==> src/common/ish_cfg.svh <==
// Functional notes
// Address hold: release low, irq
// Start: status, irq if enabled
// Show ack phase, direction, kind
// Held ack sends software value
// Read address: release low, irq
// Load only after address ack
// Ninth pulse ack captured
// Controller nack frees bus
// High match: update, ack, irq
// Reading byte clears full; code clears it only when the read empties the receive FIFO
// Own address locked in ack
// Own address write frees clock
// Low mismatch: flags, release kept
// Update flag stretches clock
// Data bytes acked, flagged
// Holds same in ten-bit mode
// Read ack clears release
// Stretch enable holds after ack
// Data hold: release low
// Pull clock only once low
// Hold until release, line free
// Irq sticky until cleared
// Hardware clear beats write
`ifndef ISH_CFG_SVH
`define ISH_CFG_SVH
`define ISH_DATA_W      8
`define ISH_FIFO_DEPTH  16
`define ISH_PTR_W       4
`define ISH_CNT_W       4
`define ISH_CNT_ZERO    4'h0
`define ISH_CNT_LAST    4'h8
`define ISH_CNT_ACK     4'h9
`define ISH_BYTE_RST    8'h00
`define ISH_RW_BIT      0
`define ISH_MSB_IDX     3'h7
`endif

==> src/common/ish_pkg.sv <==
package ish_pkg;
    typedef enum logic [2:0] {
        ISH_IDLE     = 3'b000,
        ISH_ADDR     = 3'b001,
        ISH_ADDR_LOW = 3'b010,
        ISH_RX       = 3'b011,
        ISH_TX       = 3'b100
    } ish_state_type;
    typedef logic [7:0] ish_byte_type;
endpackage

==> src/common/ish_stream_if.sv <==
`timescale 1ns/10ps
interface ish_stream_if;
    ish_pkg::ish_byte_type data;
    logic                  valid;
    logic                  ready;
    modport src (output data, output valid, input ready);
    modport snk (input data, input valid, output ready);
endinterface

==> src/design/ish_fifo.sv <==
`timescale 1ns/10ps
`include "ish_cfg.svh"
module ish_fifo #(
    parameter int WIDTH = `ISH_DATA_W,
    parameter int DEPTH = `ISH_FIFO_DEPTH,
    parameter int PTR_W = `ISH_PTR_W
) (
    input  wire logic             core_clk,
    input  wire logic             sys_rst,
    input  wire logic             clk_en,
    ish_stream_if.snk             in_if,
    output logic [WIDTH-1:0]      out_data,
    output logic                  out_valid,
    input  wire logic             out_ready
);
    logic [WIDTH-1:0] mem_q [DEPTH];
    logic [PTR_W-1:0] wr_ptr_q;
    logic [PTR_W-1:0] rd_ptr_q;
    logic [PTR_W:0]   count_q;
    logic             push;
    logic             pop;

    assign in_if.ready = (count_q != (PTR_W+1)'(DEPTH));
    assign out_valid   = (count_q != '0);
    assign out_data    = mem_q[rd_ptr_q];
    assign push        = in_if.valid & in_if.ready;
    assign pop         = out_valid & out_ready;

    always_ff @(posedge core_clk) begin
        if (clk_en && push) begin
            mem_q[wr_ptr_q] <= in_if.data;
        end
    end

    always_ff @(posedge core_clk) begin
        if (sys_rst) begin
            wr_ptr_q <= '0;
            rd_ptr_q <= '0;
            count_q  <= '0;
        end else if (clk_en) begin
            if (push) begin
                wr_ptr_q <= PTR_W'(wr_ptr_q + 1'b1);
            end
            if (pop) begin
                rd_ptr_q <= PTR_W'(rd_ptr_q + 1'b1);
            end
            if (push && !pop) begin
                count_q <= (PTR_W+1)'(count_q + 1'b1);
            end else if (pop && !push) begin
                count_q <= (PTR_W+1)'(count_q - 1'b1);
            end
        end
    end
endmodule // ish_fifo

==> src/design/ish_slave.sv <==
`timescale 1ns/10ps
`include "ish_cfg.svh"
module ish_slave (
    input  wire logic        core_clk,
    input  wire logic        sys_rst,
    input  wire logic        clk_en,
    input  wire logic        scl_in,
    output logic             scl_out,
    output logic             scl_oe,
    input  wire logic        sda_in,
    output logic             sda_out,
    output logic             sda_oe,
    input  wire logic        ten_bit_mode,
    input  wire logic        address_hold_enable,
    input  wire logic        data_hold_enable,
    input  wire logic        stretch_enable,
    input  wire logic        start_irq_enable,
    input  wire logic        ack_value_to_send,
    input  wire logic        release_wr,
    input  wire logic        release_wr_value,
    input  wire logic        irq_clear,
    input  wire logic        own_address_wr,
    input  wire logic [7:0]  own_address_wr_data,
    input  wire logic        tx_valid,
    input  wire logic [7:0]  tx_data,
    output logic             tx_ready,
    output logic             rx_valid,
    output logic [7:0]       rx_data,
    input  wire logic        rx_ready,
    output logic [7:0]       own_address_register,
    output logic             clock_release_bit,
    output logic             port_irq_flag,
    output logic             start_seen,
    output logic             stop_seen,
    output logic             ack_phase_indicator,
    output logic             read_write_bit,
    output logic             data_not_address,
    output logic             buffer_full_flag,
    output logic             received_ack_value,
    output logic             update_address_flag
);
    ish_stream_if push_if ();

    ish_pkg::ish_state_type state_q;
    ish_pkg::ish_state_type next_state_q;
    logic [`ISH_CNT_W-1:0]  cnt_q;
    ish_pkg::ish_byte_type  shift_q;
    ish_pkg::ish_byte_type  tx_shift_q;
    ish_pkg::ish_byte_type  push_data_q;
    logic scl_meta_q, scl_s_q, scl_d_q;
    logic sda_meta_q, sda_s_q, sda_d_q;
    logic ack_auto_q, ack_sw_q, tx_full_q, push_pend_q, holding_q, sda_oe_q;
    logic scl_rise, scl_fall, start_det, stop_det;
    logic byte_end, ack_end, matched, ack_low, ack_ok;
    logic addr_phase, hold_point, ack_stretch, addr_accept, hold_req;

    function automatic logic addr_match(input ish_pkg::ish_byte_type rcv,
                                        input ish_pkg::ish_byte_type own,
                                        input logic                  full);
        addr_match = full ? (rcv == own) : (rcv[7:1] == own[7:1]);
    endfunction

    // Pin synchronisers
    always_ff @(posedge core_clk) begin
        if (sys_rst) begin
            scl_meta_q <= 1'b1;
            scl_s_q    <= 1'b1;
            scl_d_q    <= 1'b1;
            sda_meta_q <= 1'b1;
            sda_s_q    <= 1'b1;
            sda_d_q    <= 1'b1;
        end else if (clk_en) begin
            scl_meta_q <= scl_in;
            scl_s_q    <= scl_meta_q;
            scl_d_q    <= scl_s_q;
            sda_meta_q <= sda_in;
            sda_s_q    <= sda_meta_q;
            sda_d_q    <= sda_s_q;
        end
    end

    assign scl_rise   = scl_s_q & ~scl_d_q;
    assign scl_fall   = ~scl_s_q & scl_d_q;
    assign start_det  = scl_s_q & scl_d_q & sda_d_q & ~sda_s_q;
    assign stop_det   = scl_s_q & scl_d_q & ~sda_d_q & sda_s_q;
    assign byte_end   = scl_fall && (cnt_q == `ISH_CNT_LAST) && (state_q != ish_pkg::ISH_IDLE);
    assign ack_end    = scl_fall && (cnt_q == `ISH_CNT_ACK);
    assign addr_phase = (state_q == ish_pkg::ISH_ADDR) || (state_q == ish_pkg::ISH_ADDR_LOW);
    assign matched    = addr_match(shift_q, own_address_register,
                                   state_q == ish_pkg::ISH_ADDR_LOW);
    assign ack_low    = ack_sw_q ? ~ack_value_to_send : ack_auto_q;
    assign ack_ok     = (state_q == ish_pkg::ISH_TX) ? ~received_ack_value : sda_oe_q;
    // Hold points
    assign hold_point = byte_end && ((addr_phase && matched && address_hold_enable)
                        || (state_q == ish_pkg::ISH_RX && data_hold_enable));
    // Ack stretch
    assign ack_stretch = ack_end && ack_ok && (stretch_enable
                        || (state_q == ish_pkg::ISH_ADDR && read_write_bit)
                        || state_q == ish_pkg::ISH_TX);
    assign addr_accept = own_address_wr && !ack_phase_indicator;
    assign hold_req    = ~clock_release_bit | push_pend_q
                         | (update_address_flag & ~ack_phase_indicator);

    // Transfer state
    always_ff @(posedge core_clk) begin
        if (sys_rst) begin
            state_q      <= ish_pkg::ISH_IDLE;
            next_state_q <= ish_pkg::ISH_IDLE;
            cnt_q        <= `ISH_CNT_ZERO;
        end else if (clk_en) begin
            if (start_det) begin
                state_q <= ish_pkg::ISH_ADDR;
                cnt_q   <= `ISH_CNT_ZERO;
            end else if (stop_det) begin
                state_q <= ish_pkg::ISH_IDLE;
                cnt_q   <= `ISH_CNT_ZERO;
            end else if (scl_rise && state_q != ish_pkg::ISH_IDLE) begin
                cnt_q <= `ISH_CNT_W'(cnt_q + 1'b1);
            end else if (ack_end) begin
                cnt_q <= `ISH_CNT_ZERO;
                if (!ack_ok) begin
                    state_q <= ish_pkg::ISH_IDLE;
                end else begin
                    state_q <= next_state_q;
                end
            end
            if (byte_end) begin
                case (state_q)
                    ish_pkg::ISH_ADDR: begin
                        if (shift_q[`ISH_RW_BIT]) begin
                            next_state_q <= ish_pkg::ISH_TX;
                        end else if (ten_bit_mode) begin
                            next_state_q <= ish_pkg::ISH_ADDR_LOW;
                        end else begin
                            next_state_q <= ish_pkg::ISH_RX;
                        end
                    end
                    ish_pkg::ISH_ADDR_LOW: next_state_q <= ish_pkg::ISH_RX;
                    ish_pkg::ISH_RX:       next_state_q <= ish_pkg::ISH_RX;
                    ish_pkg::ISH_TX:       next_state_q <= ish_pkg::ISH_TX;
                    default:               next_state_q <= ish_pkg::ISH_IDLE;
                endcase
            end
        end
    end

    // Receive shifter
    always_ff @(posedge core_clk) begin
        if (sys_rst) begin
            shift_q <= `ISH_BYTE_RST;
        end else if (clk_en && scl_rise && cnt_q < `ISH_CNT_LAST
                     && state_q != ish_pkg::ISH_IDLE) begin
            shift_q <= {shift_q[6:0], sda_s_q};
        end
    end

    // Ack slot
    always_ff @(posedge core_clk) begin
        if (sys_rst) begin
            ack_auto_q          <= 1'b0;
            ack_sw_q            <= 1'b0;
            ack_phase_indicator <= 1'b0;
        end else if (clk_en) begin
            if (start_det || stop_det || ack_end) begin
                ack_phase_indicator <= 1'b0;
                ack_sw_q            <= 1'b0;
                ack_auto_q          <= 1'b0;
            end else if (byte_end && state_q != ish_pkg::ISH_TX) begin
                ack_phase_indicator <= 1'b1;
                ack_sw_q            <= hold_point;
                ack_auto_q          <= addr_phase ? matched : 1'b1;
            end
        end
    end

    // Direction status
    always_ff @(posedge core_clk) begin
        if (sys_rst) begin
            read_write_bit   <= 1'b0;
            data_not_address <= 1'b0;
        end else if (clk_en) begin
            if (start_det) begin
                data_not_address <= 1'b0;
            end else if (byte_end && addr_phase && matched) begin
                data_not_address <= 1'b0;
                if (state_q == ish_pkg::ISH_ADDR) begin
                    read_write_bit <= shift_q[`ISH_RW_BIT];
                end
            end else if (byte_end && state_q != ish_pkg::ISH_ADDR_LOW) begin
                data_not_address <= 1'b1;
            end
        end
    end

    // Data line drive
    always_ff @(posedge core_clk) begin
        if (sys_rst) begin
            sda_oe_q <= 1'b0;
        end else if (clk_en) begin
            if (start_det || stop_det || state_q == ish_pkg::ISH_IDLE) begin
                sda_oe_q <= 1'b0;
            end else if (ack_phase_indicator) begin
                sda_oe_q <= ack_low;
            end else if (state_q == ish_pkg::ISH_TX && cnt_q < `ISH_CNT_LAST && !scl_s_q) begin
                sda_oe_q <= ~tx_shift_q[3'(`ISH_MSB_IDX - cnt_q[2:0])];
            end else if (!scl_s_q) begin
                sda_oe_q <= 1'b0;
            end
        end
    end

    // Ack capture
    always_ff @(posedge core_clk) begin
        if (sys_rst) begin
            received_ack_value <= 1'b0;
        end else if (clk_en && scl_rise && state_q == ish_pkg::ISH_TX
                     && cnt_q == `ISH_CNT_LAST) begin
            received_ack_value <= sda_s_q;
        end
    end

    // Release bit
    always_ff @(posedge core_clk) begin
        if (sys_rst) begin
            clock_release_bit <= 1'b1;
        end else if (clk_en) begin
            if (hold_point || ack_stretch) begin
                clock_release_bit <= 1'b0;
            end else if (release_wr) begin
                clock_release_bit <= release_wr_value;
            end
        end
    end

    // Sticky interrupt flag
    always_ff @(posedge core_clk) begin
        if (sys_rst) begin
            port_irq_flag <= 1'b0;
        end else if (clk_en) begin
            if ((start_det && start_irq_enable)
                || hold_point
                || (ack_end && (ack_ok || state_q == ish_pkg::ISH_TX
                    || state_q == ish_pkg::ISH_ADDR_LOW))) begin
                port_irq_flag <= 1'b1;
            end else if (irq_clear) begin
                port_irq_flag <= 1'b0;
            end
        end
    end

    // Start and stop status
    always_ff @(posedge core_clk) begin
        if (sys_rst) begin
            start_seen <= 1'b0;
            stop_seen  <= 1'b0;
        end else if (clk_en) begin
            if (start_det) begin
                start_seen <= 1'b1;
                stop_seen  <= 1'b0;
            end else if (stop_det) begin
                start_seen <= 1'b0;
                stop_seen  <= 1'b1;
            end
        end
    end

    // Update flag, own address
    always_ff @(posedge core_clk) begin
        if (sys_rst) begin
            update_address_flag  <= 1'b0;
            own_address_register <= `ISH_BYTE_RST;
        end else if (clk_en) begin
            if (addr_accept) begin
                own_address_register <= own_address_wr_data;
            end
            if (byte_end && ((state_q == ish_pkg::ISH_ADDR && matched && ten_bit_mode
                              && !shift_q[`ISH_RW_BIT])
                             || state_q == ish_pkg::ISH_ADDR_LOW)) begin
                update_address_flag <= 1'b1;
            end else if (addr_accept) begin
                update_address_flag <= 1'b0;
            end
        end
    end

    // Receive hand-off
    always_ff @(posedge core_clk) begin
        if (sys_rst) begin
            push_pend_q <= 1'b0;
            push_data_q <= `ISH_BYTE_RST;
        end else if (clk_en) begin
            if (byte_end && ((addr_phase && matched)
                             || state_q == ish_pkg::ISH_RX)) begin
                push_pend_q <= 1'b1;
                push_data_q <= shift_q;
            end else if (push_if.ready) begin
                push_pend_q <= 1'b0;
            end
        end
    end

    assign push_if.valid = push_pend_q;
    assign push_if.data  = push_data_q;

    ish_fifo #(
        .WIDTH (`ISH_DATA_W),
        .DEPTH (`ISH_FIFO_DEPTH),
        .PTR_W (`ISH_PTR_W)
    ) u_rx_fifo (
        .core_clk  (core_clk),
        .sys_rst   (sys_rst),
        .clk_en    (clk_en),
        .in_if     (push_if),
        .out_data  (rx_data),
        .out_valid (rx_valid),
        .out_ready (rx_ready)
    );

    // Transmit buffer
    assign tx_ready = (state_q == ish_pkg::ISH_TX) && (cnt_q == `ISH_CNT_ZERO)
                      && !tx_full_q && !scl_s_q;

    always_ff @(posedge core_clk) begin
        if (sys_rst) begin
            tx_full_q  <= 1'b0;
            tx_shift_q <= `ISH_BYTE_RST;
        end else if (clk_en) begin
            if (start_det || stop_det) begin
                tx_full_q <= 1'b0;
            end else if (tx_valid && tx_ready) begin
                tx_full_q  <= 1'b1;
                tx_shift_q <= tx_data;
            end else if (scl_rise && state_q == ish_pkg::ISH_TX
                         && cnt_q == `ISH_CNT_ZERO) begin
                tx_full_q <= 1'b0;
            end
        end
    end

    assign buffer_full_flag = rx_valid | tx_full_q;

    // Clock hold
    always_ff @(posedge core_clk) begin
        if (sys_rst) begin
            holding_q <= 1'b0;
        end else if (clk_en) begin
            if (!hold_req) begin
                holding_q <= 1'b0;
            end else if (!scl_s_q) begin
                holding_q <= 1'b1;
            end
        end
    end

    assign scl_out = 1'b0;
    assign scl_oe  = holding_q;
    assign sda_out = 1'b0;
    assign sda_oe  = sda_oe_q;
endmodule // ish_slave

==> config.mk <==
export PLATFORM = sky130hd
export DESIGN_NAME = ish_slave
export DESIGN_NICKNAME = d
export VERILOG_FILES = /design/src/common/ish_pkg.sv /design/src/common/ish_stream_if.sv /design/src/design/ish_fifo.sv /design/src/design/ish_slave.sv
export VERILOG_INCLUDE_DIRS = /design/src /design/src/common
export SDC_FILE = /design/constraint.sdc
export NUM_CORES = 1
export LEC_CHECK = 0
export BUFFER_PORTS_ARGS = -buffer_cell sky130_fd_sc_hd__buf_2
export CORE_ASPECT_RATIO = 1.75
export CORE_MARGIN = 3
export CORE_UTILIZATION = 40
export DETAILED_ROUTE_END_ITERATION = 10
export SYNTH_ARGS = -nofsm -noshare
export SYNTH_HDL_FRONTEND = slang
export SYNTH_SLANG_ARGS = --single-unit
==> constraint.sdc <==
create_clock -name core_clk -period 2.97 [get_ports core_clk]
set_clock_uncertainty 0.15 [all_clocks]
set_input_delay 0.297 -clock core_clk [delete_from_list [all_inputs] [get_ports core_clk]]
set_output_delay 0.297 -clock core_clk [all_outputs]
set_load 0.02 [all_outputs]
## After elaboration in Yosys (flattened, before gate mapping)

Memories as Yosys holds them, arrays and structs flattened. A register that Yosys moved wholly into a read port is not among the register bits.
Index checks and enable logic that the tools add are counted.
Widths: inputs -> output; s select.

| cells by class | value |
|---|---|
| $lt $le $gt $ge | 2 |
| add/subtract/negate cells | 6 |
| reductions and logical operators | 95 |
| bitwise operators | 24 |
| eq/ne operators | 14 |
| muxes and demuxes | 54 |

Operator list:

| kind | number |
|---|---|
| $logic_and 1x1->1 | 39 |
| $mux 1 | 38 |
| $reduce_and 2->1 | 17 |
| $mux 4 | 6 |
| $mux 3 | 6 |
| $logic_or 1x1->1 | 14 |
| $reduce_bool 2->1 | 7 |
| $add 4x1->4 const B | 3 |
| $reduce_bool 3->1 | 4 |
| $not 1->1 | 11 |
| $and 1x1->1 | 10 |
| $mux 5 | 2 |
| $pmux 3 s3 | 1 |
| $eq 4x4->1 const B | 2 |
| $eq 8x8->1 | 1 |
| $eq 7x7->1 | 1 |
| $eq 3x2->1 const B | 2 |
| $logic_not 1->1 | 6 |
| $ne 3x3->1 const B | 2 |
| $reduce_and 3->1 | 2 |
| $add 5x1->5 const B | 1 |
| $ne 5x5->1 const B | 1 |
| $reduce_bool 5->1 | 1 |
| $sub 5x1->5 const B | 1 |
| other kinds (15) | 17 |

| storage, ports and cells | value |
|---|---|
| bits in writable memories | 128 |
| memories kept | 1 |
| input port bits | 33 |
| output and inout port bits | 32 |
| flip-flop bits (word level) | 76 |

Memory list:

| name | words | width | read ports | clocked after Yosys merged registers in | wr ports | RTL line | source |
|---|---|---|---|---|---|---|---|
| u_rx_fifo.mem_q | 16 | 8 | 1 | 1 | 1 | ish_fifo.sv:16 | `logic [WIDTH-1:0] mem_q [DEPTH];` |

## Longest topological paths before layout

Gate-level depths: netlist of the first run.

| logic depth | value |
|---|---|
| depth in word-level cells | 10 |
| depth in mapped cells | 11 |

## Cells and area by module

A second synthesis of the first run with hierarchy kept.

| unflattened totals | value |
|---|---|
| cell total of the unflattened synthesis | 660 |
| area, all modules | 8882.3 µm² |

By module, submodules not included:

| module | cells an instance | times used | area an instance (µm²) |
|---|---|---|---|
| ish_fifo | 314 | 1 | 5803.1 |
| ish_slave | 346 | 1 | 3079.2 |

## Worst setup path after synthesis of the first run

No wires, ideal clock.

| timing path | value |
|---|---|
| path type | register -> register |
| start point | register u_rx_fifo.count_q[0] |
| end point | register u_rx_fifo.count_q[4] |
| required time | 2704 ps |
| buffers on the path | 0 |
| clock period less this slack | 3018 ps |
| cell stages (with the launch flop) | 12 |
| arrival time | 2752 ps |
| setup time | 116 ps |
| slack | -48 ps |
| path through | dfxtp_1 > nor4_1 > nand2b_1 > nand2_1 > ha_1 > inv_1 > fa_1 > a21o_1 > a21oi_1 > xnor2_1 > a21oi_1 > a31o_2 |

| between the ends | value |
|---|---|
| word-level cells in the longest chain between the ends | 6 |

Ends and longest elaborated chain:

| element | RTL line | source |
|---|---|---|
| start: declaration | ish_fifo.sv:19 | `logic [PTR_W:0] count_q;` |
| start signal: assignment | ish_fifo.sv:48 | `count_q <= (PTR_W+1)'(count_q + 1'b1);` |
| start signal: assignment | ish_fifo.sv:50 | `count_q <= (PTR_W+1)'(count_q - 1'b1);` |
| $reduce_bool 5->1 * | ish_fifo.sv:24 | `assign out_valid = (count_q != '0);` |
| named net rx_valid | ish_slave.sv:27 | `output logic rx_valid,` |
| $and 1x1->1 * | ish_fifo.sv:27 | `assign pop = out_valid & out_ready;` |
| $logic_not 1->1 | ish_fifo.sv:47 | `if (push && !pop) begin` |
| $logic_and 1x1->1 | ish_fifo.sv:47 |  |
| $reduce_bool 2->1 (no line) | - |  |
| $reduce_and 2->1 (no line) | - |  |

The timed path passes the listed nets; every way through them passes the cells marked *. The select of a mux whose other input is x is not followed.
A chain may end at the register's enable or synchronous reset.

==> results.py, run 1 <==
metrics = {
    "status": {
        "status": "finished, final reports clean",
    },
    "worst_setup_path": {
        "required_ns": 2.52,
        "crit_buf_inv": 2,
        "rrSetupSlack_ns": 0.22,
        "cp_num_cells": 4,
        "worstPathMaxFanout": 32,
        "reg2reg_from": "u_rx_fifo.count_q[1]",
        "crit_chain": "buf_12 -> mux4_2 -> mux4_2 -> buf_2",
        "cp.arrival_ns": 2.33,
        "crit_slowest_cell": "mux4_2",
        "cpMostUsedCell": "mux4_2",
        "crit_type": "flop to output pin",
        "crit_family": "multiplexers",
        "cp-start-kind": "flop",
        "max_stage_delay_ns": 0.57,
        "worst_setup_path_end_kind": "output pin",
        "rr_worst_depth": 11,
    },
    "yosys": {
        "ys_warn_count": 0,
        "synth-simple-area-share_pct": 9.71,
        "ys_ff_latch": 208,
        "ys.flop_type": "edfxtp_1",
        "synth.top_cell.area_share_pct": 44.1,
        "ys_seq_area_share_pct": 62.4,
        "synth-compound-area-share_pct": 5.26,
        "synth-edff-count": 128,
        "synthArstFlopShare_pct": 0,
        "synth-xor-area-share_pct": 2.21,
        "synth_top_family_by_area": "multiplexers",
        "syn-cell-area_um2": 8720,
        "synth_mux_area_share_pct": 16.0,
        "postSynthAreaPerCell_um2": 14.0,
        "synth_area_leaders": "edfxtp_1, dfxtp_1, mux4_2",
        "synth-adder-area-share_pct": 1.95,
        "syn_inst": 623,
        "synth_cell_types": 62,
        "synth_top_area_cell": "edfxtp_1",
    },
    "placement": {
        "hpwl_mm": 13.3,
        "io_buffers": 62,
        "routabilityCongestion": 0.871,
    },
    "power_and_ir_drop": {
        "ir_worst_vdd_mv": 0.553,
        "p_leak_nw": 3.76,
        "p_comb_share_pct": 15.2,
        "power.density_nw_per_um2": 659,
        "p_sw_w": 0.00166,
        "p_int_w": 0.00517,
        "swShare_pct": 24.3,
        "power_frac_seq_pct": 46.2,
        "clockPowerShare_pct": 38.7,
    },
    "run": {
        "cap_violations": 0,
    },
    "layout": {
        "seqCellArea_um2": 5450,
        "drive_gt1_share_pct": 24.0,
        "area_growth_pct": 18.7,
        "final_common_cell": "edfxtp_1",
        "final_cell_mix": "edfxtp_1, dfxtp_1, nor2_1, buf_2, mux2i_1",
        "n_antenna_cell": 0,
        "n_fill_cell": 1902,
        "layout.nets": 766,
        "multi_input_area_um2": 3090,
    },
    "grt": {
        "grt_pass1_vias": 5691,
        "grt.busiest_layer": "met2",
        "met1_usage_pct": 16.7,
        "grt_pass1_wl_mm": 30.4,
        "grt_overflow": 0,
        "grt_usage_pct": 15.9,
        "grt_antenna_before_repair": 0,
        "grtUsageMet3_pct": 2.02,
        "grt_use_met2_pct": 32.0,
        "grt_max_degree": 52,
    },
    "cts": {
        "cts_made_buffers": 20,
        "cts_max_level": 1,
        "clockBufferDepth": 3,
        "clk_latency_ns": 0.48,
        "cts_tree": "built",
        "clkTransAtPathRegs_ns": 0.07,
        "cts-root-buf": "clkbuf_16",
        "clkSinkCount": 208,
    },
    "detailed_routing": {
        "drt_iter0_drc": 334,
        "vias_per_cell": 5.26,
        "drt-pass1-iter-count": 5,
        "wl_per_cell_um": 18.7,
        "ant_nets": 0,
        "routed_wl_mm": 19.1,
        "vias": 5372,
        "drcViolationCount": 0,
    },
    "die": {
        "die_y_um": 201,
        "dieArea_um2": 23700,
        "coreArea_um2": 21200,
        "die_w_um": 118,
        "start_util_pct": 41.2,
        "rows": 70,
        "pin_count": 65,
    },
    "hold_path": {
        "hold_start": "irq_clear",
        "holdPathStages": 4,
        "min_path_type": "input port to flop",
    },
    "timing": {
        "drv_slew": 0,
        "rsz0062_at_grt": "false",
        "tightest_slew_ns": 0.690,
        "fin_setup_tns_ns": 0,
        "hold-worst-slack_ns": 0.0658,
        "fmax_mhz": 361,
        "slew_headroom_pct": 53.9,
        "final_hold_viol_count": 0,
        "fin_crit_sh_pct": 93.4,
        "period_minus_slack_ns": 2.77,
        "setup-violations-final": 0,
    },
}
==> state kept, by name, summed over array words and instances, names as in the netlist, 3 cells and up, named ones only <==
| signal | flops |
|---|---|
| cnt_q | 4 |
| shift_q | 8 |
| next_state_q | 3 |
| u_rx_fifo.wr_ptr_q | 4 |
| own_address_register | 8 |
| u_rx_fifo.count_q | 5 |
| u_rx_fifo.mem_q | 128 |
| push_data_q | 8 |
| tx_shift_q | 8 |
| u_rx_fifo.rd_ptr_q | 4 |
| state_q | 3 |
==> synth_stat cells, drive strengths merged, types with 2 or more instances <==
cell	count
a211oi	2
a21o	3
a21oi	21
a221oi	3
a22oi	3
a31oi	2
a41oi	2
and2	2
and3	3
buf	21
clkbuf	13
dfxtp	80
edfxtp	128
ha	12
inv	13
mux2i	47
mux4	41
nand2	44
nand2b	8
nand3	7
nand3b	2
nand4	5
nor2	75
nor2b	4
nor3	10
nor3b	5
nor4	5
o211a	2
o211ai	3
o21ai	12
xnor2	9
xor2	13
==> layer usage <==
layer / share of wire (%) / wire, µm / vias to the layer above
li1: - / - / 2520
met1: 36 / 6870 / 2671
met2: 57 / 11000 / 143
met3: 3.7 / 715 / 38
met4: 2.8 / 538 / 0
met5: 0 / 0 / -
==> worst min-delay path: stages <==
cell,delay (ns)
buf_2,0.10
nand2_1,0.05
a22oi_1,0.06
a31oi_1,0.16
==> logic make-up after synthesis <==
logic type / count (synthesis)
flops: 208
simple gates: 179
mux: 88
compound gates: 65
buf+inv: 47
xor+xnor: 22
fa+ha+maj: 13
other cells: 1
==> worst paths after layout <==
path / to
worst max-delay path: rx_data[4]
worst min-delay path: port_irq_flag
worst max register to register: u_rx_fifo.count_q[4]
worst min register to register: next_state_q[2]
==> what timing repair did <==
action                                 CTS  global route
resized for setup                        0             1
buffers inserted                         0             1
setup endpoints to repair                0             1
endpoints found under the hold margin   20             0
hold buffers                            20             0
==> through the flow <==
step | area [µm²] | power (W) | std cells | utilization [%] | setup slack (ns)
finish | 10400 | 0.00683 | 1022 | 48.9 | 0.197
global placement | 9440 | 0.00414 | 965 | 44.6 | 0.207
global route | 10400 | 0.00713 | 1022 | 48.9 | 0.0379
CTS | 10300 | 0.00686 | 1021 | 48.8 | 0.0604
floorplan | 8730 | 0.00390 | 624 | - | 0.113
detailed placement | 9440 | 0.00419 | 965 | 44.6 | 0.0765
==> final cells by class <==
| class | count | share of cell area, % |
|---|---|---|
| clock buffers | 24 | 5.28 |
| clock inverters | 12 | 1.46 |
| inverters | 13 | 0.471 |
| multi-input cells | 369 | 29.8 |
| flip-flops and latches | 208 | 52.6 |
| well taps | 288 | 3.48 |
| repair buffers | 108 | 6.93 |
==> power groups by stage <==
stage / clock network, W / logic, W / registers, W
after global placement: 0 / 0.000946 / 0.00320
final: 0.00264 / 0.00104 / 0.00315
after CTS: 0.00272 / 0.00100 / 0.00314
after global routing: 0.00284 / 0.00113 / 0.00316
after detailed placement: 0 / 0.000977 / 0.00321
after floorplan: 0 / 0.000707 / 0.00319
(Power assumes the default switching activity.)
==> inputs of run 2 (changes only) <==
- REMOVE_ABC_BUFFERS: unset -> 1
- SLEW_MARGIN: unset -> 10
- clock period: 2.97 -> 2.3 ns (I/O delays scaled with it)
==> results.py, run 2 (same netlist as run 1, synthesis figures left out) <==
metrics = {
    "status": {
        "status": "complete, but fails checks",
        "violations": "setup timing",
    },
    "timing": {
        "tightest_slew_ns": 0.611,
        "drv_slew": 0,
        "hold-worst-slack_ns": 0.00980,
        "slew_headroom_pct": 59.2,
        "final_hold_viol_count": 0,
        "fmax_mhz": 372,
        "fin_ws_ns": -0.389,
        "setup-violations-final": 9,
        "rsz0062_at_grt": "true",
        "fin_crit_sh_pct": 117,
        "period_minus_slack_ns": 2.69,
        "fin_setup_tns_ns": -3.05,
    },
    "power_and_ir_drop": {
        "p_comb_share_pct": 17.6,
        "swShare_pct": 23.9,
        "p_leak_nw": 3.95,
        "power_w": 0.00916,
        "power_frac_seq_pct": 44.4,
        "ir_worst_vdd_mv": 0.979,
        "p_sw_w": 0.00219,
        "clockPowerShare_pct": 37.9,
        "p_int_w": 0.00697,
        "power.density_nw_per_um2": 848,
    },
    "hold_path": {
        "min_path_type": "input port to flop",
    },
    "layout": {
        "stdcell_count": 1047,
        "drive_gt1_share_pct": 30.2,
        "n_antenna_cell": 0,
        "layout.nets": 791,
        "final_common_cell": "edfxtp_1",
        "final_cell_mix": "edfxtp_1, dfxtp_1, nor2_1, buf_2, mux2i_1",
        "n_fill_cell": 1830,
        "final_util_pct": 51.0,
        "area_growth_pct": 23.8,
        "largest_register_ffs": 128,
        "regMostFlops": "u_rx_fifo.mem_q",
    },
    "worst_setup_path": {
        "required_ns": 1.92,
        "cpMostUsedCell": "mux4_2",
        "worstPathMaxFanout": 5,
        "cp.arrival_ns": 2.31,
        "crit_chain": "buf_12 -> mux4_2 -> mux4_2 -> buf_6",
        "cp-start-kind": "flop",
        "worst_setup_path_end_kind": "output pin",
        "max_stage_delay_ns": 0.54,
        "crit_type": "flop to output pin",
        "crit_slowest_cell": "mux4_2",
    },
    "detailed_routing": {
        "vias_per_cell": 5.28,
        "drt_iter0_drc": 269,
        "vias": 5525,
        "ant_nets": 0,
        "routed_wl_mm": 19.7,
        "drt-pass1-iter-count": 4,
        "wl_per_cell_um": 18.8,
        "drcViolationCount": 0,
    },
    "cts": {
        "cts_tree": "built",
        "cts_max_level": 1,
        "cts-root-buf": "clkbuf_16",
        "clkTransAtPathRegs_ns": 0.07,
        "clkSinkCount": 208,
        "cts_made_buffers": 20,
        "clockBufferDepth": 3,
        "clk_latency_ns": 0.49,
    },
    "die": {
        "start_util_pct": 41.2,
        "die_y_um": 201,
        "die_w_um": 118,
        "dieArea_um2": 23700,
        "pin_count": 65,
        "rows": 70,
        "coreArea_um2": 21200,
    },
    "run": {
        "cap_violations": 0,
    },
    "placement": {
        "hpwl_mm": 13.8,
        "place_inst": 984,
        "io_buffers": 62,
        "routabilityCongestion": 0.889,
    },
    "grt": {
        "grt_max_degree": 45,
        "grt_pass1_wl_mm": 31.5,
        "grt_pass1_vias": 6023,
        "grt_overflow": 0,
        "grt_usage_pct": 16.6,
        "grt_antenna_before_repair": 0,
    },
}
run 2: power by group through the flow:
stage | Clock (W) | Sequential [W] | Combinational [W]
4_1_cts | 0.00356 | 0.00406 | 0.00158
3_5_place_dp | 0 | 0.00412 | 0.00129
6_report | 0.00347 | 0.00407 | 0.00162
3_3_place_gp | 0 | 0.00411 | 0.00126
2_1_floorplan | 0 | 0.00419 | 0.000688
5_1_grt | 0.00369 | 0.00408 | 0.00172
run 2: metal layers:
layer / wire length (µm) / vias to the layer above / part of all wire, % / track usage [%]
li1: - / 2571 / - / -
met1: 7030 / 2731 / 36 / 17.0
met2: 10900 / 155 / 55 / 31.6
met3: 820 / 68 / 4.2 / 2.87
met4: 1010 / 0 / 5.1 / 9.18
met5: 0 / - / 0 / 0
run 2: per-stage QoR:
| step | instance area, µm² | worst slack (ns) |
|---|---|---|
| after floorplan | 8560 | -0.718 |
| after global placement | 9600 | -0.330 |
| after detailed placement | 9600 | -0.358 |
| after CTS | 10700 | -0.428 |
| after global routing | 10800 | -0.463 |
| final | 10800 | -0.389 |
run 2: area by class of cell:
| class | count | area [µm²] | share of cell area, % |
|---|---|---|---|
| clock buffer | 26 | 544 | 5.04 |
| clock inverter | 10 | 150 | 1.39 |
| inverter | 13 | 53.8 | 0.498 |
| multi-input combinational | 369 | 3210 | 29.7 |
| sequential | 208 | 5460 | 50.6 |
| tap | 288 | 360 | 3.34 |
| timing repair buffer | 133 | 1020 | 9.45 |
run 2: worst paths after layout:
path                              from                   end  slack [ns]  depth (start not counted)
setup / recovery                  flop            rx_data[1]       -0.39                          4
hold / removal            ten_bit_mode   update_address_flag        0.01                          5
setup reg to reg  u_rx_fifo.count_q[0]  u_rx_fifo.count_q[4]       -0.09                         11
hold reg to reg        next_state_q[2]       next_state_q[2]        0.31                          2
run 2: what timing repair did:
| action | CTS | global route |
|---|---|---|
| setup endpoints to repair | 85 | 14 |
| endpoints found under the hold margin | 19 | 0 |
| gates resized for setup | 43 | 20 |
| buffers inserted | 7 | 1 |
| pin swaps | 8 | 10 |
| cloned | 1 | 1 |
| hold buffers | 20 | 0 |
run 2: critical path, delay by kind of cell (launching register included):
kind | cells | cell delay, ns
buffers and inverters | 2 | 0.30
DFF | 1 | 0.45
muxes | 2 | 1.05
==> inputs of run 3 (changes only) <==
- clock period: 2.3 -> 3.2 ns (I/O delays scaled with it)
==> results.py, run 3 (same netlist as run 1, synthesis figures left out) <==
metrics = {
    "grt": {
        "grt_antenna_before_repair": 0,
        "grt_usage_pct": 16.1,
        "grt_pass1_wl_mm": 30.8,
        "grt_overflow": 0,
        "grt_max_degree": 53,
        "grt_pass1_vias": 5699,
    },
    "power_and_ir_drop": {
        "ir_worst_vdd_mv": 0.931,
        "power.density_nw_per_um2": 591,
        "p_leak_nw": 3.74,
    },
    "worst_setup_path": {
        "worst_setup_path_end_kind": "output pin",
        "cp-start-kind": "flop",
        "cp.arrival_ns": 2.51,
        "crit_type": "flop to output pin",
        "crit_chain": "buf_12 -> mux4_2 -> mux4_2 -> buf_2",
        "crit_slowest_cell": "mux4_2",
        "crit_buf_inv": 2,
        "reg2reg_from": "u_rx_fifo.count_q[0]",
        "rrSetupSlack_ns": 0.35,
        "cpMostUsedCell": "mux4_2",
        "max_stage_delay_ns": 0.55,
        "worstPathMaxFanout": 25,
        "reg2reg_to": "u_rx_fifo.count_q[4]",
        "required_ns": 2.73,
        "crit_family": "multiplexers",
        "rr_worst_depth": 11,
    },
    "detailed_routing": {
        "drt_iter0_drc": 278,
        "routed_wl_mm": 19.1,
        "vias_per_cell": 5.20,
        "drcViolationCount": 0,
        "wl_per_cell_um": 18.8,
        "drt-pass1-iter-count": 5,
        "ant_nets": 0,
        "vias": 5287,
    },
    "layout": {
        "n_antenna_cell": 0,
        "regMostFlops": "u_rx_fifo.mem_q",
        "final_common_cell": "edfxtp_1",
        "final_util_pct": 48.2,
        "drive_gt1_share_pct": 22.8,
        "final_cell_mix": "edfxtp_1, dfxtp_1, nor2_1, buf_2, mux2i_1",
        "area_growth_pct": 17.0,
        "layout.nets": 760,
        "largest_register_ffs": 128,
    },
    "die": {
        "start_util_pct": 41.2,
        "rows": 70,
        "die_w_um": 118,
        "dieArea_um2": 23700,
        "pin_count": 65,
        "die_y_um": 201,
        "coreArea_um2": 21200,
    },
    "placement": {
        "routabilityCongestion": 0.853,
        "io_buffers": 62,
        "hpwl_mm": 13.5,
    },
    "hold_path": {
        "holdPathEnd": "port_irq_flag",
        "min_path_type": "input port to flop",
        "hold_start": "start_irq_enable",
        "holdPathStages": 3,
    },
    "cts": {
        "clockBufferDepth": 3,
        "clkSinkCount": 208,
        "cts_made_buffers": 20,
        "clk_latency_ns": 0.49,
        "post_cts_buffers": 0,
        "cts-root-buf": "clkbuf_16",
        "cts_max_level": 1,
        "clkTransAtPathRegs_ns": 0.06,
        "cts_tree": "built",
    },
    "status": {
        "status": "finished, final reports clean",
    },
    "timing": {
        "rsz0062_at_grt": "false",
        "fin_crit_sh_pct": 93.1,
        "period_minus_slack_ns": 2.98,
        "setup-violations-final": 0,
        "fmax_mhz": 336,
        "drv_slew": 0,
        "fin_setup_tns_ns": 0,
        "slew_headroom_pct": 31.9,
        "final_hold_viol_count": 0,
        "tightest_slew_ns": 1.02,
    },
    "run": {
        "cap_violations": 0,
    },
}
## run 3: cell count changes in the layout (fill, tap and decap cells not counted), sizes merged
cell / delta
buf: -28
bufinv: -4
clkbuf: -2
clkinv: +2
clkinvlp: +4
dlygate4sd3: -2
inv: -1
## run 3: worst register-to-register path, stage by stage, from the launching register on
cell	delay, ns
dfxtp_1	0.37
nor4_2	0.46
nand2b_1	0.13
nand2_1	0.09
ha_1	0.13
inv_1	0.11
fa_1	0.49
a21o_1	0.18
a21oi_1	0.17
xnor2_1	0.15
a21oi_1	0.09
a31o_2	0.23
## run 3: how the worst max path moves through the flow
stage	startpoint	endpoint	cells after the start
4_1_cts	u_rx_fifo.count_q[0]	u_rx_fifo.count_q[4]	11
5_1_grt	u_rx_fifo.count_q[0]	u_rx_fifo.count_q[4]	11
2_1_floorplan	flop	rx_data[0]	2
6_report	flop	rx_data[7]	4
3_3_place_gp	u_rx_fifo.count_q[0]	u_rx_fifo.count_q[4]	11
3_5_place_dp	u_rx_fifo.count_q[0]	u_rx_fifo.count_q[4]	11
## run 3: power by group
group	leakage [nW]	switching [W]	total, W	internal (W)
registers	1.79	0.0000751	0.00293	0.00286
logic	1.66	0.000479	0.000914	0.000435
clock network	0.286	0.000962	0.00218	0.00122
total	3.74	0.00152	0.00603	0.00452
## run 3: timing repair
item / CTS / global route
endpoints found under the hold margin: 18 / 0
hold buffers: 18 / 0
resized for setup: 0 / 1
setup endpoints to repair: 0 / 1
## run 3: layer usage
layer | vias to the layer above | global-route usage, % | wire length [µm] | share of wire, %
met5 | - | 0 | 0 | 0
met4 | 0 | 6.46 | 655 | 3.4
met3 | 39 | 2.33 | 697 | 3.7
met2 | 137 | 30.9 | 10500 | 55
met1 | 2610 | 17.7 | 7160 | 38
li1 | 2501 | - | - | -
## run 3: final cells by class
class | instances | area, µm²
clock buffers | 25 | 551
clock inverters | 11 | 57.6
well taps | 288 | 360
fillers | 1891 | 11000
multi-input cells | 369 | 3080
inverters | 13 | 48.8
repair buffers | 102 | 668
flip-flops and latches | 208 | 5450
## run 3: through the flow
stage	cells	area (µm²)	hold WS, ns	setup WS (ns)	power [W]
floorplan	590	8560	0.236	0.0978	0.00359
global placement	962	9410	0.297	0.287	0.00384
detailed placement	962	9410	0.298	0.167	0.00388
CTS	1016	10200	0.00623	0.143	0.00608
global route	1016	10200	0.0155	0.0492	0.00630
finish	1016	10200	0.0173	0.221	0.00603
